## src/design/pdp_pkg.sv

```systemverilog
// Purpose: Shared constants and types for the power-delivery line PHY and attach logic
// Assumes: 100 MHz clock, nominal 300 kbit/s biphase mark signalling
// Notes: Class codes feed both the line sense and the attach state logic
package pdp_pkg;
	localparam int CLK_PERIOD_NS = 10;
	localparam int BIT_PERIOD_NS = 3333;
	localparam int HALF_BIT_CYCLES = BIT_PERIOD_NS / (2 * CLK_PERIOD_NS);
	localparam int SHORT_LIMIT_CYCLES = (3 * HALF_BIT_CYCLES) / 2;
	localparam int IDLE_LIMIT_CYCLES = 4 * HALF_BIT_CYCLES;
	localparam int CNT_W = 10;
	localparam logic [CNT_W-1:0] HALF_LAST = CNT_W'(HALF_BIT_CYCLES - 1);
	localparam logic [CNT_W-1:0] SHORT_MAX = CNT_W'(SHORT_LIMIT_CYCLES);
	localparam logic [CNT_W-1:0] IDLE_MAX = CNT_W'(IDLE_LIMIT_CYCLES);
	localparam int PEAK_W = 4;
	localparam logic [PEAK_W-1:0] PEAK_RESET = 4'h8;

	typedef enum logic [1:0] {
		ADV_DEFAULT = 2'h0,
		ADV_1A5 = 2'h1,
		ADV_3A0 = 2'h2
	} pdp_adv_t;

	typedef enum logic [1:0] {
		CLS_OPEN = 2'h0,
		CLS_RA = 2'h1,
		CLS_RD = 2'h2
	} pdp_class_t;

	typedef enum logic [5:0] {
		ST_IDLE = 6'h01,
		ST_SINK = 6'h02,
		ST_CABLE = 6'h04,
		ST_CABLE_SINK = 6'h08,
		ST_DEBUG = 6'h10,
		ST_AUDIO = 6'h20
	} pdp_att_t;

	typedef enum logic [4:0] {
		TX_IDLE = 5'h01,
		TX_PRE_LOW = 5'h02,
		TX_FIRST = 5'h04,
		TX_SECOND = 5'h08,
		TX_CLOSE = 5'h10
	} pdp_tx_t;
endpackage

```

## src/design/pdp_line_sense.sv

```systemverilog
// Purpose: Synchronise one line's comparators and classify it as open, Ra or Rd
// Assumes: Comparator thresholds already follow the advertised level
// Notes: Receive data is sampled once, comparators get two stages
`timescale 1ns/1ps
module pdp_line_sense
	import pdp_pkg::*;
(
	// Clock and reset
	input wire logic clock,
	input wire logic rst_n,
	// Analog comparator levels
	input wire logic below_rd,
	input wire logic below_ra,
	input wire logic rx_raw,
	// Classified result
	output pdp_class_t line_class,
	output logic rx_level
);
	logic [1:0] meta;
	logic [1:0] stable;
	wire pdp_class_t decoded;

	// Ra pulls lower than Rd, so the Ra comparator takes precedence
	assign decoded = stable[1] ? CLS_RA : (stable[0] ? CLS_RD : CLS_OPEN);

	always_ff @(posedge clock) begin
		if (!rst_n) begin
			meta <= 2'h0;
			stable <= 2'h0;
			line_class <= CLS_OPEN;
			rx_level <= 1'b0;
		end else begin
			meta <= {below_ra, below_rd};
			stable <= meta;
			line_class <= decoded;
			rx_level <= rx_raw;
		end
	end
endmodule

```

## src/design/pdp_phy_attach.sv

```systemverilog
// Purpose: Biphase mark PHY on the configuration lines plus source-side attach logic
// Assumes: Comparators report each line against the selected Ra and Rd thresholds
// Notes: Bits move one at a time over valid/ready; no software registers
//
// What this block does
// - Edge at every bit start, extra mid-bit edge for a one; decode alike.
// - Transmitted stream keeps running disparity within half a bit.
// - Preamble starts by driving the line low before the first edge.
// - Receiver decodes all but the first bit when the first preamble edge is missing.
// - One closing edge follows the last bit so the far end clocks it.
// - Driver enabled only while sending, otherwise high impedance.
// - Send and receive only on the orientation-selected line.
// - Only one party drives; never start sending while the line is busy.
// - Transmit peak level is a setting from application code.
// - Both lines open: watch both, keep VBUS and VCONN off.
// - Rd plus open: VBUS on, no VCONN, watch the Rd line.
// - Ra plus open: power off, watch open line for sink, Ra for detach.
// - Ra plus Rd: VBUS on, VCONN on Ra line, watch only Rd line.
// - Rd/Rd is debug accessory, Ra/Ra audio accessory; detach on either line.
// - Advertisement selectable among default, 1.5 A and 3 A pull-up currents.
// - Line below the Rd threshold of the chosen level means sink attached.
// - Line below the lower Ra threshold means an active cable needing VCONN.
// - Once connected, monitored line rising above Rd threshold means disconnect.
`timescale 1ns/1ps
module pdp_phy_attach
	import pdp_pkg::*;
(
	// Clock and reset
	input wire logic clock,
	input wire logic rst_n,
	// Application settings
	input wire pdp_adv_t adv_level,
	input wire logic [PEAK_W-1:0] tx_peak_level,
	// Comparators and receive levels per line
	input wire logic line_a_below_rd,
	input wire logic line_a_below_ra,
	input wire logic line_a_rx,
	input wire logic line_b_below_rd,
	input wire logic line_b_below_ra,
	input wire logic line_b_rx,
	// Line drivers
	output logic config_line_a_o,
	output logic config_line_a_oe,
	output logic config_line_b_o,
	output logic config_line_b_oe,
	output logic [PEAK_W-1:0] tx_peak_level_out,
	output pdp_adv_t pullup_current_sel,
	// Power and monitoring controls
	output logic vbus_en,
	output logic vconn_a_en,
	output logic vconn_b_en,
	output logic monitor_a,
	output logic monitor_b,
	output logic orient_b,
	output pdp_att_t attach_state,
	// Status flags
	output logic attach_flag,
	output logic detach_flag,
	input wire logic attach_clear,
	input wire logic detach_clear,
	// Transmit bit stream
	input wire logic tx_bit_valid,
	input wire logic tx_bit,
	input wire logic tx_bit_last,
	output logic tx_bit_ready,
	output logic tx_done,
	// Receive bit stream
	output logic rx_bit_valid,
	output logic rx_bit,
	output logic rx_frame_end,
	output logic rx_busy
);
	pdp_class_t cls_a;
	pdp_class_t cls_b;
	logic rx_a;
	logic rx_b;
	pdp_att_t next_att;
	logic next_orient;
	pdp_att_t fresh_att;
	logic fresh_orient;
	pdp_tx_t tx_state;
	logic [CNT_W-1:0] tx_cnt;
	logic tx_level;
	logic tx_oe;
	logic cur_bit;
	logic cur_last;
	logic rx_prev;
	logic [CNT_W-1:0] rx_cnt;
	logic rx_half_seen;
	logic [1:0] tx_oe_hist;

	pdp_line_sense u_sense_a (
		.clock(clock),
		.rst_n(rst_n),
		.below_rd(line_a_below_rd),
		.below_ra(line_a_below_ra),
		.rx_raw(line_a_rx),
		.line_class(cls_a),
		.rx_level(rx_a)
	);

	pdp_line_sense u_sense_b (
		.clock(clock),
		.rst_n(rst_n),
		.below_rd(line_b_below_rd),
		.below_ra(line_b_below_ra),
		.rx_raw(line_b_rx),
		.line_class(cls_b),
		.rx_level(rx_b)
	);

	// Attach decode
	wire a_rd = (cls_a == CLS_RD);
	wire b_rd = (cls_b == CLS_RD);
	wire a_ra = (cls_a == CLS_RA);
	wire b_ra = (cls_b == CLS_RA);
	wire a_open = (cls_a == CLS_OPEN);
	wire b_open = (cls_b == CLS_OPEN);
	wire pdp_class_t cls_sel = orient_b ? cls_b : cls_a;
	wire pdp_class_t cls_other = orient_b ? cls_a : cls_b;
	wire link_up = (attach_state == ST_SINK) || (attach_state == ST_CABLE_SINK);

	always_comb begin
		fresh_att = ST_IDLE;
		fresh_orient = 1'b0;
		if (a_rd && b_rd) begin
			fresh_att = ST_DEBUG;
		end else if (a_ra && b_ra) begin
			fresh_att = ST_AUDIO;
		end else if ((a_rd && b_open) || (a_open && b_rd)) begin
			fresh_att = ST_SINK;
			fresh_orient = b_rd;
		end else if ((a_ra && b_open) || (a_open && b_ra)) begin
			fresh_att = ST_CABLE;
			fresh_orient = a_ra;
		end else if ((a_ra && b_rd) || (a_rd && b_ra)) begin
			fresh_att = ST_CABLE_SINK;
			fresh_orient = b_rd;
		end
	end

	// Orientation names the Rd line, or in cable-only state the open line
	always_comb begin
		next_att = attach_state;
		next_orient = orient_b;
		case (attach_state)
			ST_IDLE: begin
				next_att = fresh_att;
				next_orient = fresh_orient;
			end
			ST_SINK: begin
				if (cls_sel != CLS_RD) begin
					next_att = ST_IDLE;
				end
			end
			ST_CABLE: begin
				if (cls_other != CLS_RA) begin
					next_att = ST_IDLE;
				end else if (cls_sel == CLS_RD) begin
					next_att = ST_CABLE_SINK;
				end
			end
			ST_CABLE_SINK: begin
				if (cls_sel != CLS_RD) begin
					next_att = ST_IDLE;
				end
			end
			ST_DEBUG: begin
				if (!(a_rd && b_rd)) begin
					next_att = ST_IDLE;
				end
			end
			ST_AUDIO: begin
				if (!(a_ra && b_ra)) begin
					next_att = ST_IDLE;
				end
			end
			default: begin
				next_att = ST_IDLE;
			end
		endcase
	end

	wire went_attach = (next_att != attach_state) && (next_att != ST_IDLE);
	wire went_detach = (next_att == ST_IDLE) && (attach_state != ST_IDLE);
	wire next_vbus = (next_att == ST_SINK) || (next_att == ST_CABLE_SINK);
	wire next_vconn = (next_att == ST_CABLE_SINK);
	wire watch_all = (next_att == ST_IDLE) || (next_att == ST_CABLE) ||
		(next_att == ST_DEBUG) || (next_att == ST_AUDIO);

	always_ff @(posedge clock) begin
		if (!rst_n) begin
			attach_state <= ST_IDLE;
			orient_b <= 1'b0;
			vbus_en <= 1'b0;
			vconn_a_en <= 1'b0;
			vconn_b_en <= 1'b0;
			monitor_a <= 1'b1;
			monitor_b <= 1'b1;
		end else begin
			attach_state <= next_att;
			orient_b <= next_orient;
			vbus_en <= next_vbus;
			vconn_a_en <= next_vconn && next_orient;
			vconn_b_en <= next_vconn && !next_orient;
			monitor_a <= watch_all || !next_orient;
			monitor_b <= watch_all || next_orient;
		end
	end

	// Settings go out registered so the analog front end sees clean levels
	always_ff @(posedge clock) begin
		if (!rst_n) begin
			pullup_current_sel <= ADV_DEFAULT;
			tx_peak_level_out <= PEAK_RESET;
		end else begin
			pullup_current_sel <= adv_level;
			tx_peak_level_out <= tx_peak_level;
		end
	end

	// A flag set in the same cycle as its clear stays set
	always_ff @(posedge clock) begin
		if (!rst_n) begin
			attach_flag <= 1'b0;
			detach_flag <= 1'b0;
		end else begin
			attach_flag <= went_attach || (attach_flag && !attach_clear);
			detach_flag <= went_detach || (detach_flag && !detach_clear);
		end
	end

	// Transmitter
	wire half_tick = (tx_cnt == HALF_LAST);
	wire tx_bound = half_tick && ((tx_state == TX_PRE_LOW) || (tx_state == TX_SECOND));
	wire tx_start = (tx_state == TX_IDLE) && tx_bit_valid && link_up && !rx_busy;
	wire tx_take = tx_bound && tx_bit_valid && !cur_last;
	assign tx_bit_ready = tx_take;

	always_ff @(posedge clock) begin
		if (!rst_n) begin
			tx_state <= TX_IDLE;
			tx_cnt <= '0;
			tx_level <= 1'b0;
			tx_oe <= 1'b0;
			cur_bit <= 1'b0;
			cur_last <= 1'b0;
			tx_done <= 1'b0;
		end else begin
			tx_done <= 1'b0;
			tx_cnt <= (tx_state == TX_IDLE || half_tick) ? '0 : tx_cnt + 1'b1;
			case (tx_state)
				TX_IDLE: begin
					if (tx_start) begin
						tx_state <= TX_PRE_LOW;
						tx_level <= 1'b0;
						tx_oe <= 1'b1;
						cur_last <= 1'b0;
					end
				end
				TX_PRE_LOW, TX_SECOND: begin
					if (!link_up) begin
						tx_state <= TX_IDLE;
						tx_oe <= 1'b0;
					end else if (tx_take) begin
						tx_state <= TX_FIRST;
						tx_level <= ~tx_level;
						cur_bit <= tx_bit;
						cur_last <= tx_bit_last;
					end else if (tx_bound) begin
						// An underrun ends the frame rather than stretching a bit
						tx_state <= TX_CLOSE;
						tx_level <= ~tx_level;
					end
				end
				TX_FIRST: begin
					if (!link_up) begin
						tx_state <= TX_IDLE;
						tx_oe <= 1'b0;
					end else if (half_tick) begin
						tx_state <= TX_SECOND;
						tx_level <= tx_level ^ cur_bit;
					end
				end
				TX_CLOSE: begin
					if (half_tick) begin
						tx_state <= TX_IDLE;
						tx_oe <= 1'b0;
						tx_level <= 1'b0;
						tx_done <= 1'b1;
					end
				end
				default: begin
					tx_state <= TX_IDLE;
					tx_oe <= 1'b0;
				end
			endcase
		end
	end

	// Only the oriented line is ever driven
	assign config_line_a_o = tx_level;
	assign config_line_b_o = tx_level;
	assign config_line_a_oe = tx_oe && !orient_b;
	assign config_line_b_oe = tx_oe && orient_b;

	// Receiver
	wire rx_line = orient_b ? rx_b : rx_a;
	// The receive path lags the driver by two flops, so our own release is not an edge
	wire rx_edge = (rx_line != rx_prev) && !tx_oe && !(|tx_oe_hist) && link_up;
	wire rx_short = (rx_cnt <= SHORT_MAX);
	wire rx_timeout = rx_busy && (rx_cnt == IDLE_MAX);

	// The first edge seen only starts timing, so a lost leading edge costs only the first bit
	always_ff @(posedge clock) begin
		if (!rst_n) begin
			rx_prev <= 1'b0;
			tx_oe_hist <= 2'h0;
			rx_cnt <= '0;
			rx_busy <= 1'b0;
			rx_half_seen <= 1'b0;
			rx_bit_valid <= 1'b0;
			rx_bit <= 1'b0;
			rx_frame_end <= 1'b0;
		end else begin
			rx_prev <= rx_line;
			tx_oe_hist <= {tx_oe_hist[0], tx_oe};
			rx_bit_valid <= 1'b0;
			rx_frame_end <= 1'b0;
			if (rx_edge) begin
				rx_cnt <= '0;
				rx_busy <= 1'b1;
				if (!rx_busy) begin
					rx_half_seen <= 1'b0;
				end else if (!rx_short) begin
					rx_bit_valid <= 1'b1;
					rx_bit <= 1'b0;
					rx_half_seen <= 1'b0;
				end else if (rx_half_seen) begin
					rx_bit_valid <= 1'b1;
					rx_bit <= 1'b1;
					rx_half_seen <= 1'b0;
				end else begin
					rx_half_seen <= 1'b1;
				end
			end else if (rx_timeout || (rx_busy && !link_up)) begin
				rx_busy <= 1'b0;
				rx_half_seen <= 1'b0;
				rx_frame_end <= 1'b1;
			end else if (rx_busy) begin
				rx_cnt <= rx_cnt + 1'b1;
			end
		end
	end
endmodule

```

## config.mk

```make
export PLATFORM = sky130hd
export DESIGN_NAME = pdp_phy_attach
export DESIGN_NICKNAME = d
export VERILOG_FILES = /design/src/design/pdp_pkg.sv /design/src/design/pdp_line_sense.sv /design/src/design/pdp_phy_attach.sv
export SDC_FILE = /design/constraint.sdc
export NUM_CORES = 1
export LEC_CHECK = 0
export BUFFER_PORTS_ARGS = -buffer_cell sky130_fd_sc_hd__buf_4
export CAP_MARGIN = 15
export CELL_PAD_IN_SITES_DETAIL_PLACEMENT = 1
export CELL_PAD_IN_SITES_GLOBAL_PLACEMENT = 1
export CORE_UTILIZATION = 46
export CTS_CLUSTER_SIZE = 12
export DETAILED_ROUTE_END_ITERATION = 8
export GPL_ROUTABILITY_DRIVEN = 0
export GPL_TIMING_DRIVEN = 0
export PLACE_DENSITY_LB_ADDON = 0.1
export SKIP_LAST_GASP = 1
export SLEW_MARGIN = 40
export SYNTH_ARGS = -nofsm -noshare
export SYNTH_HDL_FRONTEND = slang
export SYNTH_HIERARCHICAL = 1
export SYNTH_SLANG_ARGS = --single-unit
```

## constraint.sdc

```tcl
create_clock -name clock -period 4.1 [get_ports clock]
set_clock_uncertainty 0.15 [all_clocks]
set_input_delay 0 -clock clock [delete_from_list [all_inputs] [get_ports clock]]
set_output_delay 0 -clock clock [all_outputs]
set_load 0.05 [all_outputs]
```

==> results.json <==
{
  "comb_power_share": 0.110,
  "fin_nets": 479,
  "grt_max_degree": 16,
  "dp_cells": 515,
  "numCtsBuffers": 9,
  "clock_sinks": 72,
  "drive_above_1_share": 0.205,
  "antenna_found_initial": 0,
  "fin_area_mm2": 0.00422,
  "hp-class": "input pin to flop",
  "num_vias": 2987,
  "clk_latency_ns": 0.35,
  "ant_nets": 0,
  "hpwlAfterDp_um": 5920,
  "dieHeight_um": 86.1,
  "power.leakage_uw": 0.00176,
  "worstReg2RegStart": "orient_b",
  "power_switching_uw": 392,
  "first_iter_violations": 130,
  "routed_wl_um": 9370,
  "end_kind": "output pin",
  "root_buffer": "clkbuf_8",
  "syn_avg_cell_area_um2": 8.78,
  "max_freq_mhz": 428,
  "fin_tns_setup_ns": 0,
  "worst_slew_pin_slew_ns": 0.764,
  "clkTransAtPathRegs_ns": 0.08,
  "drc_errors": 0,
  "synth_warnings": 6,
  "synth_nets": 396,
  "ys_types": 53,
  "path_cells": "buf_2 > xnor2_1 > nor4_1 > and4b_1 > buf_2 > buf_4",
  "sw_frac_of_total": 0.244,
  "crit_top_cell": "buf_2",
  "critPathArrivalTime_ns": 2.19,
  "clockPowerShare": 0.437,
  "synth_area_mm2": 0.00326,
  "min_period_ns": 2.34,
  "ys_ff_latch": 72,
  "setup_violations": 0,
  "peakVddDrop_mv": 0.204,
  "worstPathMaxFanout": 6,
  "rsz0062_at_grt": "false",
  "crit_slowest_cell": "nor4_1",
  "synth-edff-count": 0,
  "port_buffers": 48,
  "syn_to_final_growth_pct": 29.7,
  "start_util": 0.477,
  "outcome": "finished, final reports clean",
  "slew_viol_final": 0,
  "start_kind": "flop",
  "globalRoute.totalOverflow": 0,
  "synthTopCellsByArea": "dfxtp_1, nor2_1, nand2_1, a21oi_1, xnor2_1",
  "placed_area_mm2": 0.00374,
  "place_ws_ns": 1.86,
  "routed_via_density": 5.38,
  "firstDrtPassIters": 4,
  "fin_crit_sh": 0.570,
  "worst_slack_ns": 1.76,
  "cts-resized-gates": 0,
  "core_mm2": 0.00683,
  "grt_pass1_vias": 3119,
  "drv_cap": 0,
  "grt_use_total": 0.271,
  "p_int_uw": 1210,
  "synthFlopType": "dfxtp_1",
  "whs_endpoint": "tx_peak_level_out[1]",
  "die_w_um": 86.1,
  "worst-setup-path-type": "flop to output pin",
  "ctsHtreeMaxLevel": 3,
  "hold_depth": 3,
  "rrSetupSlack_ns": 1.83,
  "ioPinCount": 49,
  "hp-start": "tx_peak_level[1]",
  "worstPathRequired_ns": 3.95,
  "finalHoldViolCount": 0,
  "rows": 30,
  "die-area_mm2": 0.00742,
  "cts_tree": "built",
  "final.fill_count": 817,
  "slew_headroom": 0.486,
  "avgRoutedWirePerCell_um": 16.9,
  "antennaDiodeCount": 0,
  "synth_top_area_frac": 0.443,
  "critPathMaxStageDelay_ns": 0.59,
  "async_reset_ff_frac": 0,
  "yosysSeqAreaShare": 0.443,
  "total_power_uw": 1600,
  "syn_inst": 371,
  "seqPwrFrac": 0.453,
  "final_cells": 555,
  "powerDensity_mw_per_mm2": 379,
  "reg2regPathDepth": 7,
  "grt_pass1_wl_um": 15400,
  "clockBufferDepth": 2,
  "rr_endpoint": "rx_cnt[9]",
  "synth_top_cell_by_area": "dfxtp_1"
}
## final cells by class
| cell class | instances | area (um2) | area share |
|---|---|---|---|
| clock buffer | 11 | 141 | 0.0335 |
| timing repair buffer | 72 | 601 | 0.142 |
| tap | 96 | 120 | 0.0284 |
| clock inverter | 5 | 104 | 0.0246 |
| buffer | 17 | 78.8 | 0.0187 |
| inverter | 14 | 52.6 | 0.0124 |
| sequential | 72 | 1440 | 0.341 |
| multi-input combinational | 268 | 1680 | 0.399 |
## cell usage after synthesis, types with 3 or more instances
cell / number
a21oi_1: 21
a31oi_1: 3
and2_1: 10
and2_2: 12
and3_1: 4
and3b_1: 5
buf_2: 9
clkbuf_1: 7
dfxtp_1: 72
ha_1: 6
inv_1: 14
nand2_1: 30
nand2b_1: 4
nand3_1: 14
nand3b_1: 4
nand4_1: 4
nor2_1: 48
nor2b_1: 8
nor3_1: 8
nor4_1: 7
o21ai_0: 5
o21ai_1: 10
o32ai_1: 3
or3_1: 4
xnor2_1: 11
xor2_1: 11
## worst max path at each step
stage	startpoint	end
2_1_floorplan	attach_state[0]	attach_flag
3_3_place_gp	attach_state[0]	attach_flag
3_5_place_dp	attach_state[0]	attach_flag
4_1_cts	tx_cnt[0]	tx_bit_ready
5_1_grt	orient_b	rx_cnt[0]
6_report	tx_state[1]	tx_bit_ready
## registers in the layout, summed over array words and instances (netlist names), 4 cells and up
name,flops
rx_cnt,10
tx_cnt,10
attach_state,6
tx_state,5
tx_peak_level_out,4
## metrics by stage
| step | utilization | hold slack, ns |
|---|---|---|
| detailed placement | 0.547 | 0.0642 |
| floorplan | - | -0.0485 |
| global placement | 0.547 | 0.0571 |
| finish | 0.618 | 0.258 |
| CTS | 0.618 | 0.237 |
| global route | 0.618 | 0.264 |
## kinds of logic after synthesis
family,after synthesis,synth area share
AND/OR/NAND/NOR,181,0.318
flip-flops,72,0.443
AO/OA/AOI/OAI,57,0.111
buffers and inverters,31,0.0403
XOR/XNOR,22,0.0592
adder cells (fa/ha/maj),6,0.0230
multiplexers,2,0.00615
## worst max-delay path: cells and delay by family (launching register included)
family	cells	cell delay, ns
and+or+nand+nor	2	0.86
DFF	1	0.30
xor gates and xnor gates	1	0.13
buffers and inverters	3	0.54
## cells in the final DEF, fill, tap and decap left out, types with 4 or more instances in the layout
cell type       n
dlygate4sd3_1  24
nor4_1          7
nand2_1        30
a21oi_1        21
o21ai_0         5
and2_2         12
or3_1           4
and3b_1         5
clkbuf_8       10
xnor2_1        11
nor2b_1         8
nor2_1         48
nand3b_1        4
dfxtp_1        72
nand4_1         4
o21ai_1        10
ha_1            6
xor2_1         11
clkbuf_1        8
nand3_1        14
nor3_1          8
and3_1          4
inv_1          14
nand2b_1        4
buf_4          49
buf_2           9
and2_1         10
## power groups by stage
stage / registers (uW) / clock network, uW / logic, uW
after floorplan: 776 / 0 / 65.4
after global placement: 741 / 0 / 150
after detailed placement: 741 / 0 / 153
after CTS: 725 / 707 / 173
after global routing: 727 / 742 / 187
final: 725 / 700 / 176
## metal layers
metal,track usage,routed length (um),vias up
met1,0.322,4070,1443
met2,0.465,4650,73
met3,0.0568,306,26
met5,0,0,-
li1,-,-,1445
met4,0.129,349,0
## what timing repair did
action / in CTS / in global routing
setup buffers: 0 / 0
hold buffers: 24 / 0
hold endpoints to repair: 25 / 0
Power figures use the tool's default switching activity.
